<file path="src/logic/vdsv_pkg.sv">
`default_nettype none

package vdsv_pkg;

  // ----------------------------------------------------------------
  // register offsets
  // ----------------------------------------------------------------
  localparam logic [7:0] OFS_MAIN_CTRL   = 8'h00;
  localparam logic [7:0] OFS_ACK_LOW     = 8'h7E;
  localparam logic [7:0] OFS_ACK_HIGH    = 8'h7F;
  localparam logic [7:0] OFS_VERSION     = 8'h80;
  localparam logic [7:0] OFS_LOCK_STD    = 8'h81;
  localparam logic [7:0] OFS_SOURCE_DET  = 8'h82;
  localparam logic [7:0] OFS_NOISE_LVL   = 8'h83;
  localparam logic [7:0] OFS_SLICER_LVL  = 8'h84;
  localparam logic [7:0] OFS_SLICER_FILT = 8'h85;
  localparam logic [7:0] OFS_VBI_DET     = 8'h86;

  // ----------------------------------------------------------------
  // reset values and fields
  // ----------------------------------------------------------------
  localparam logic [7:0] RST_MAIN_CTRL   = 8'h04;
  localparam logic [7:0] RST_ACK_LOW     = 8'h00;
  localparam logic [7:0] RST_ACK_HIGH    = 8'h00;
  localparam int         POS_VSYNC_TYPE  = 7;
  localparam int         ACK_HIGH_BITS   = 2;

  // decoder version code, value arbitrary
  localparam logic [7:0] DECODER_VERSION_CODE = 8'hA5;

  // ----------------------------------------------------------------
  // two-wire bus
  // ----------------------------------------------------------------
  localparam logic [6:0] DEVICE_ADDR     = 7'h2C;
  localparam logic [3:0] BIT_ACK_SLOT    = 4'h8;
  localparam logic [3:0] BIT_LAST_DATA   = 4'h7;

  // ----------------------------------------------------------------
  // vertical sync line numbers and standard codes
  // ----------------------------------------------------------------
  localparam logic [9:0] LINE_FIRST      = 10'h001;
  localparam logic [9:0] LINE_MID_525    = 10'h107;
  localparam logic [9:0] LINE_MID_625    = 10'h139;
  localparam logic [9:0] LINE_DIG_SECOND = 10'h108;
  localparam logic [2:0] OUT_STD_2       = 3'h2;
  localparam logic [2:0] OUT_STD_3       = 3'h3;

  // bus slave states
  typedef enum logic [2:0] {
    VDSV_IDLE,
    VDSV_ADDR,
    VDSV_PTR,
    VDSV_WR,
    VDSV_RD
  } vdsv_bus_state_t;

endpackage

`default_nettype wire

</file>
<file path="src/logic/vdsv_vsync_gen.sv">
`timescale 1ns/1ps
`default_nettype none

module vdsv_vsync_gen
  import vdsv_pkg::*;
(
  input  wire logic       sys_clk,
  input  wire logic       arst_n,
  input  wire logic       line_start,
  input  wire logic       line_middle,
  input  wire logic       frame_start,
  input  wire logic [2:0] output_standard,
  input  wire logic       vsync_insertion_type,
  input  wire logic       analog_vsync_variant_control,
  input  wire logic       input_interlaced,
  output logic            vsync_out
);

  logic [9:0] line_cnt_reg;
  logic [9:0] line_next;
  logic [9:0] second_line;
  logic       interlaced;
  logic       toggle;
  logic       vsync_reg;

  // ----------------------------------------------------------------
  // line counting
  // ----------------------------------------------------------------
  // number of the line that begins on this cycle
  assign line_next = frame_start ? LINE_FIRST : 10'(line_cnt_reg + 10'h001);

  // counter follows the line pulses of the output timing
  always_ff @(posedge sys_clk or negedge arst_n)
  begin
    if (!arst_n)
      line_cnt_reg <= 10'h000;
    else if (line_start)
      line_cnt_reg <= line_next;
  end

  // ----------------------------------------------------------------
  // toggle decision
  // ----------------------------------------------------------------
  // 625-line standards use 313, every other code the 525-line figure
  assign second_line = (output_standard == OUT_STD_2 || output_standard == OUT_STD_3) ?
                       LINE_MID_625 : LINE_MID_525;

  // follow the input unless interlace is forced
  assign interlaced = analog_vsync_variant_control | input_interlaced;

  always_comb
  begin
    if (vsync_insertion_type)
      toggle = line_start && (line_next == LINE_FIRST || line_next == LINE_DIG_SECOND);
    else if (interlaced)
      toggle = (line_start && line_next == LINE_FIRST) ||
               (line_middle && !line_start && line_cnt_reg == second_line);
    else
      toggle = line_start && (line_next == LINE_FIRST || line_next == second_line);
  end

  // one flop on the output clock, so edges stay aligned to it
  always_ff @(posedge sys_clk or negedge arst_n)
  begin
    if (!arst_n)
      vsync_reg <= 1'b0;
    else if (toggle)
      vsync_reg <= ~vsync_reg;
  end

  assign vsync_out = vsync_reg;

endmodule

`default_nettype wire

</file>
<file path="src/logic/vdsv_regbank.sv">
`timescale 1ns/1ps
`default_nettype none

module vdsv_regbank
  import vdsv_pkg::*;
(
  input  wire logic       sys_clk,
  input  wire logic       arst_n,
  // two-wire serial bus pins
  input  wire logic       scl_in,
  input  wire logic       sda_in,
  output logic            sda_out,
  output logic            sda_oe,
  // decoder core status, same clock
  input  wire logic       vertical_lock_flag,
  input  wire logic       horizontal_lock_flag,
  input  wire logic       clock_pll_lock_flag,
  input  wire logic       field_rate_identification,
  input  wire logic       standard_identified_flag,
  input  wire logic [2:0] detected_standard_code,
  input  wire logic [7:0] source_detection,
  input  wire logic [7:0] noise_level,
  input  wire logic [7:0] slicer_level,
  input  wire logic [7:0] slicer_filter,
  input  wire logic [6:0] vbi_detection,
  // output timing, same clock
  input  wire logic       line_start,
  input  wire logic       line_middle,
  input  wire logic       frame_start,
  input  wire logic [2:0] output_standard,
  input  wire logic       input_interlaced,
  input  wire logic       analog_vsync_variant_control,
  // outputs
  output logic [7:0]      main_control,
  output logic [7:0]      event_ack_low,
  output logic [1:0]      event_ack_high,
  output logic            vsync_out
);

  // ----------------------------------------------------------------
  // pin synchronisers
  // ----------------------------------------------------------------
  logic [1:0] scl_sync_reg;
  logic [1:0] sda_sync_reg;
  logic       scl_prev_reg;
  logic       sda_prev_reg;
  logic       scl_rise;
  logic       scl_fall;
  logic       start_cond;
  logic       stop_cond;

  // two flops before any logic looks at the pins
  always_ff @(posedge sys_clk or negedge arst_n)
  begin
    if (!arst_n)
    begin
      scl_sync_reg <= 2'h3;
      sda_sync_reg <= 2'h3;
      scl_prev_reg <= 1'b1;
      sda_prev_reg <= 1'b1;
    end
    else
    begin
      scl_sync_reg <= {scl_sync_reg[0], scl_in};
      sda_sync_reg <= {sda_sync_reg[0], sda_in};
      scl_prev_reg <= scl_sync_reg[1];
      sda_prev_reg <= sda_sync_reg[1];
    end
  end

  // edges seen only on the second stage
  assign scl_rise   = scl_sync_reg[1] && !scl_prev_reg;
  assign scl_fall   = !scl_sync_reg[1] && scl_prev_reg;
  assign start_cond = scl_sync_reg[1] && scl_prev_reg && !sda_sync_reg[1] && sda_prev_reg;
  assign stop_cond  = scl_sync_reg[1] && scl_prev_reg && sda_sync_reg[1] && !sda_prev_reg;

  // ----------------------------------------------------------------
  // register storage
  // ----------------------------------------------------------------
  logic [7:0] main_ctrl_reg;
  logic [7:0] ack_low_reg;
  logic [1:0] ack_high_reg;
  logic       wr_stb_reg;
  logic [7:0] wr_addr_reg;
  logic [7:0] wr_data_reg;

  // writes to read-only offsets are dropped
  always_ff @(posedge sys_clk or negedge arst_n)
  begin
    if (!arst_n)
      main_ctrl_reg <= RST_MAIN_CTRL;
    else if (wr_stb_reg && wr_addr_reg == OFS_MAIN_CTRL)
      main_ctrl_reg <= wr_data_reg;
  end

  // acknowledge bits are plain storage; the core reads them
  always_ff @(posedge sys_clk or negedge arst_n)
  begin
    if (!arst_n)
    begin
      ack_low_reg  <= RST_ACK_LOW;
      ack_high_reg <= RST_ACK_HIGH[ACK_HIGH_BITS-1:0];
    end
    else if (wr_stb_reg)
    begin
      if (wr_addr_reg == OFS_ACK_LOW)
        ack_low_reg <= wr_data_reg;
      if (wr_addr_reg == OFS_ACK_HIGH)
        ack_high_reg <= wr_data_reg[ACK_HIGH_BITS-1:0];
    end
  end

  assign main_control   = main_ctrl_reg;
  assign event_ack_low  = ack_low_reg;
  assign event_ack_high = ack_high_reg;

  // ----------------------------------------------------------------
  // read multiplexer
  // ----------------------------------------------------------------
  logic [7:0] ptr_reg;
  logic [7:0] rd_data;

  // status is read live; unmapped offsets read as zero
  always_comb
  begin
    unique case (ptr_reg)
      OFS_MAIN_CTRL:   rd_data = main_ctrl_reg;
      OFS_ACK_LOW:     rd_data = ack_low_reg;
      OFS_ACK_HIGH:    rd_data = {6'h00, ack_high_reg};
      OFS_VERSION:     rd_data = DECODER_VERSION_CODE;
      OFS_LOCK_STD:    rd_data = {vertical_lock_flag, horizontal_lock_flag, clock_pll_lock_flag,
                                  field_rate_identification, standard_identified_flag,
                                  detected_standard_code};
      OFS_SOURCE_DET:  rd_data = source_detection;
      OFS_NOISE_LVL:   rd_data = noise_level;
      OFS_SLICER_LVL:  rd_data = slicer_level;
      OFS_SLICER_FILT: rd_data = slicer_filter;
      OFS_VBI_DET:     rd_data = {1'b0, vbi_detection};
      default:         rd_data = 8'h00;
    endcase
  end

  // ----------------------------------------------------------------
  // bus slave
  // ----------------------------------------------------------------
  vdsv_bus_state_t state_reg;
  logic [3:0]      bit_cnt_reg;
  logic [7:0]      shift_reg;
  logic [7:0]      tx_reg;
  logic            is_read_reg;
  logic            matched_reg;
  logic            nack_reg;
  logic            sda_low_reg;

  // sample data on scl rising; the ack slot of a read carries the master answer
  always_ff @(posedge sys_clk or negedge arst_n)
  begin
    if (!arst_n)
    begin
      shift_reg <= 8'h00;
      nack_reg  <= 1'b0;
    end
    else if (scl_rise)
    begin
      if (bit_cnt_reg < BIT_ACK_SLOT)
        shift_reg <= {shift_reg[6:0], sda_sync_reg[1]};
      else
        nack_reg <= sda_sync_reg[1];
    end
  end

  // protocol sequencing works on scl falling, when sda may change
  always_ff @(posedge sys_clk or negedge arst_n)
  begin
    if (!arst_n)
    begin
      state_reg   <= VDSV_IDLE;
      bit_cnt_reg <= 4'h0;
      ptr_reg     <= 8'h00;
      tx_reg      <= 8'h00;
      is_read_reg <= 1'b0;
      matched_reg <= 1'b0;
      sda_low_reg <= 1'b0;
      wr_stb_reg  <= 1'b0;
      wr_addr_reg <= 8'h00;
      wr_data_reg <= 8'h00;
    end
    else
    begin
      wr_stb_reg <= 1'b0;
      if (start_cond)
      begin
        state_reg   <= VDSV_ADDR;
        bit_cnt_reg <= 4'hF; // scl fall closing the start is no data bit; it wraps the count to zero
        sda_low_reg <= 1'b0;
      end
      else if (stop_cond)
      begin
        state_reg   <= VDSV_IDLE;
        sda_low_reg <= 1'b0;
      end
      else if (scl_fall && state_reg != VDSV_IDLE)
      begin
        if (bit_cnt_reg == BIT_LAST_DATA)
        begin
          // entering the ack slot
          bit_cnt_reg <= BIT_ACK_SLOT;
          unique case (state_reg)
            VDSV_ADDR:
            begin
              matched_reg <= (shift_reg[7:1] == DEVICE_ADDR);
              is_read_reg <= shift_reg[0];
              sda_low_reg <= (shift_reg[7:1] == DEVICE_ADDR);
            end
            VDSV_PTR:
            begin
              ptr_reg     <= shift_reg;
              sda_low_reg <= 1'b1;
            end
            VDSV_WR:
            begin
              wr_stb_reg  <= 1'b1;
              wr_addr_reg <= ptr_reg;
              wr_data_reg <= shift_reg;
              ptr_reg     <= 8'(ptr_reg + 8'h01);
              sda_low_reg <= 1'b1;
            end
            VDSV_RD:
            begin
              ptr_reg     <= 8'(ptr_reg + 8'h01);
              sda_low_reg <= 1'b0;
            end
            VDSV_IDLE:
              sda_low_reg <= 1'b0;
          endcase
        end
        else if (bit_cnt_reg == BIT_ACK_SLOT)
        begin
          // leaving the ack slot
          bit_cnt_reg <= 4'h0;
          sda_low_reg <= 1'b0;
          unique case (state_reg)
            VDSV_ADDR:
            begin
              if (!matched_reg)
                state_reg <= VDSV_IDLE;
              else if (is_read_reg)
              begin
                state_reg   <= VDSV_RD;
                tx_reg      <= rd_data;
                sda_low_reg <= !rd_data[7];
              end
              else
                state_reg <= VDSV_PTR;
            end
            VDSV_PTR:
              state_reg <= VDSV_WR;
            VDSV_WR:
              state_reg <= VDSV_WR;
            VDSV_RD:
            begin
              // a master nack ends the read burst
              if (nack_reg)
                state_reg <= VDSV_IDLE;
              else
              begin
                tx_reg      <= rd_data;
                sda_low_reg <= !rd_data[7];
              end
            end
            VDSV_IDLE:
              state_reg <= VDSV_IDLE;
          endcase
        end
        else
        begin
          bit_cnt_reg <= 4'(bit_cnt_reg + 4'h1);
          if (state_reg == VDSV_RD)
          begin
            tx_reg      <= {tx_reg[6:0], 1'b0};
            sda_low_reg <= !tx_reg[6];
          end
        end
      end
    end
  end

  // open drain: only ever pull low
  assign sda_out = 1'b0;
  assign sda_oe  = sda_low_reg;

  // ----------------------------------------------------------------
  // vertical sync insertion
  // ----------------------------------------------------------------
  vdsv_vsync_gen u_vsync_gen
  (
    .sys_clk                      (sys_clk),
    .arst_n                       (arst_n),
    .line_start                   (line_start),
    .line_middle                  (line_middle),
    .frame_start                  (frame_start),
    .output_standard              (output_standard),
    .vsync_insertion_type         (main_ctrl_reg[POS_VSYNC_TYPE]),
    .analog_vsync_variant_control (analog_vsync_variant_control),
    .input_interlaced             (input_interlaced),
    .vsync_out                    (vsync_out)
  );

endmodule

`default_nettype wire

</file>
<file path="config.mk">
export PLATFORM = sky130hd
export DESIGN_NAME = vdsv_regbank
export DESIGN_NICKNAME = d
export VERILOG_FILES = /design/src/logic/vdsv_pkg.sv /design/src/logic/vdsv_vsync_gen.sv /design/src/logic/vdsv_regbank.sv
export SDC_FILE = /design/constraint.sdc
export NUM_CORES = 1
export LEC_CHECK = 0
export BUFFER_PORTS_ARGS = -buffer_cell sky130_fd_sc_hd__buf_2
export CAP_MARGIN = 10
export CORE_ASPECT_RATIO = 1.2
export CORE_MARGIN = 5
export CORE_UTILIZATION = 51
export CTS_CLUSTER_DIAMETER = 30
export DETAILED_ROUTE_END_ITERATION = 10
export PLACE_DENSITY = 0.85
export SLEW_MARGIN = 20
export SYNTH_ARGS = -nofsm -noshare
export SYNTH_HDL_FRONTEND = slang
export SYNTH_SLANG_ARGS = --single-unit
</file>
<file path="constraint.sdc">
create_clock -name sys_clk -period 2.39 [get_ports sys_clk]
set_input_delay 0.478 -clock sys_clk [delete_from_list [all_inputs] [get_ports sys_clk]]
set_output_delay 0.478 -clock sys_clk [all_outputs]
set_load 0.02 [all_outputs]
</file>
==> flow_metrics.py <==
metrics = {
    "sta": {
        "fin_crit_sh": 0.957,
        "finClkSkew_ps": 8.47,
        "layout_min_cycle_time_ps": 2290,
        "drv_slew": 0,
        "finalHoldViolCount": 0,
        "fmax_ghz": 0.437,
        "setup_viol": 0,
        "slew_headroom": 0.549,
        "max_slew.worst_pin.slew_ps": 674,
    },
    "yosys": {
        "synth-seq-area-share": 0.438,
        "synth_async_sr_flop_share": 1.00,
        "yosysMostFrequentCell": "dfrtp_1",
        "syn_avg_cell_area_sq_um": 9.94,
        "synth_area_leaders": "dfrtp_1 40%, mux2_2 9.4%, dfstp_2 3.7%",
        "syn_area_sq_mm": 0.00493,
        "yosys-top-cells-count": "79 x dfrtp_1, 41 x mux2_2, 35 x nand2_1",
        "synth_nets": 562,
        "yosys.area.top_type": "dfrtp_1",
        "ys_ff_latch": 86,
        "syn_inst": 496,
        "ys_dominant_reg_cell": "dfrtp_1",
        "synthDistinctLibCells": 72,
        "yosysWarnings": 0,
        "yosys.area.top_type_share": 0.401,
        "synth_edf_count": 0,
    },
    "clocking": {
        "ctsHoldBuffers": 0,
        "numCtsBuffers": 9,
        "postCtsResizedCells": 0,
        "htree_num_levels": 3,
        "clockBufferDepth": 2,
        "postCtsSetupBuffers": 0,
        "clk_latency_ps": 350,
        "root_buffer": "clkbuf_16",
        "clk_pin_slew_ps": 60,
        "numClockSinks": 86,
        "cts_tree": "yes",
    },
    "worst_setup_path": {
        "crit_end": "sda_oe",
        "crit_slowest_cell": "o41a_2",
        "critPathBufInv": 1,
        "critical_path_arrival_ps": 2530,
        "cp_max_fo": 9,
        "endpoint_kind": "flip-flop",
        "cpPeakStageDelay_ps": 520,
        "crit_type": "flip-flop to flip-flop",
        "r2r-end": "sda_oe",
        "crit_path_start": "ptr_reg[0]",
        "ff2ff_setup_slack_ps": 100,
        "cp_top_family": "compound AO/OA/AOI/OAI gates",
        "crit_cells": 7,
        "r2r_start": "ptr_reg[0]",
        "crit_chain": "inv_1 > ha_1 > nor4_1 > nor2_1 > o41a_2 > o31a_1 > o31ai_1",
        "cp.required_ps": 2640,
        "ff2ff_path_depth": 7,
        "start_kind": "flip-flop",
    },
    "routing": {
        "viasPerCell": 6.28,
        "wirelength_mm": 13.0,
        "drtIter0Drc": 396,
        "drtAntennaViolNets": 0,
        "num_vias": 4420,
        "drtPass1Iterations": 7,
        "wl_per_cell_um": 18.5,
        "drc": 0,
    },
    "final_layout": {
        "num_antenna_cells": 0,
        "fillers": 762,
        "nNetsFinal": 642,
        "final-instance-count-excl-fill": 704,
        "multi_input_area_sq_mm": 0.00257,
        "drive_above_1_share": 0.325,
        "largest_reg_flops": 10,
        "seq_area_sq_mm": 0.00216,
        "area_delta_synth_final_pct": 18.2,
    },
    "global_routing": {
        "overflow": 0,
        "antenna_found_initial": 0,
        "grt_pass1_vias": 4274,
        "grt_first_pass_wirelength_mm": 21.2,
        "grt_max_degree": 50,
        "track_usage": 0.225,
    },
    "flow_run": {
        "drv_cap": 0,
    },
    "floorplan": {
        "dieArea_sq_mm": 0.0117,
        "io-pin-count": 80,
        "chipWidth_um": 99.8,
        "core_area_sq_mm": 0.00952,
        "rows": 39,
        "initial_core_util": 0.518,
        "die_h_um": 118,
    },
    "power_and_ir_drop": {
        "p_leak_nw": 2.63,
        "total_power_mw": 3.89,
        "max-vdd-ir-drop_v": 0.000403,
        "power_density_mw_per_mm2": 667,
    },
    "outcome": {
        "status": "finished clean",
    },
    "placement": {
        "gp_congestion": 0.897,
        "portBuffers": 77,
        "placed_cells": 688,
        "place_hpwl_mm": 9.58,
    },
    "hold_path": {
        "hold_path_class": "primary input to asynchronous set/reset pin",
    },
}
[report_power, final]
part | switching, mW | internal [mW] | total [mW] | leakage, nW
registers | 0.234 | 1.62 | 1.85 | 1.11
clock network | 0.588 | 0.735 | 1.32 | 0.123
logic | 0.363 | 0.354 | 0.717 | 1.40
total | 1.18 | 2.70 | 3.89 | 2.63
[final cells by class]
type / count / share of cell area
inverters: 14 / 0.00901
well taps: 123 / 0.0264
clock inverters: 6 / 0.00794
clock buffers: 10 / 0.0410
flip-flops and latches: 86 / 0.371
multi-input cells: 361 / 0.442
repair buffers: 104 / 0.103
[layout by cell type, fill, tap and decap left out, types with 4 or more instances in the layout]
master and instances:
buf_4 27, o31ai_1 7, nor3b_1 7, ha_2 4, mux2_2 41, nand2_1 35
nand4_1 6, dfstp_2 7, a222oi_1 7, mux2i_1 9, buf_2 76, nor4_1 7
nand3b_1 5, clkbuf_16 9, clkinvlp_4 5, a31oi_1 6, nand2b_1 7, a22oi_1 11
nor2_1 29, nor3_2 4, nor2b_1 9, nand3_1 13, dfrtp_1 79, o21ai_0 32
inv_1 13, nor3_1 14, a21oi_1 28
[cell families after synthesis]
| family | share of synthesized area |
|---|---|
| compound gates | 0.191 |
| simple gates | 0.185 |
| fa+ha+maj | 0.0178 |
| flops | 0.438 |
| buf+inv | 0.0444 |
| other cells | 0.000760 |
| xor+xnor | 0.0107 |
| mux | 0.112 |
[metrics by stage]
step | setup slack (ps) | TNS, ps | util | area [sq um] | hold WS [ps]
2_1_floorplan | 139 | 0 | - | 4930 | 182
3_3_place_gp | 128 | 0 | 0.580 | 5520 | 347
3_5_place_dp | 72.7 | 0 | 0.580 | 5520 | 347
4_1_cts | 50.1 | 0 | 0.610 | 5810 | 108
5_1_grt | -21.2 | -38.6 | 0.613 | 5830 | 141
6_report | 102 | 0 | 0.613 | 5830 | 91.7
[worst min path at each step]
stage	start	end	slack (ps)	cells after the start
2_1_floorplan	arst_n	bit_cnt_reg[0]	180	0
3_3_place_gp	sda_sync_reg[0]	sda_sync_reg[1]	350	0
3_5_place_dp	sda_sync_reg[0]	sda_sync_reg[1]	350	0
4_1_cts	arst_n	wr_addr_reg[6]	110	1
5_1_grt	arst_n	wr_addr_reg[6]	140	1
6_report	arst_n	wr_addr_reg[0]	90	1
[metal layers]
| metal | global-route usage | part of all wire |
|---|---|---|
| met5 | 0 | 0 |
| met4 | 0.108 | 0.027 |
| met3 | 0.0308 | 0.067 |
| met2 | 0.375 | 0.51 |
| met1 | 0.285 | 0.40 |
Note: power is estimated with default switching activity, not from simulation.
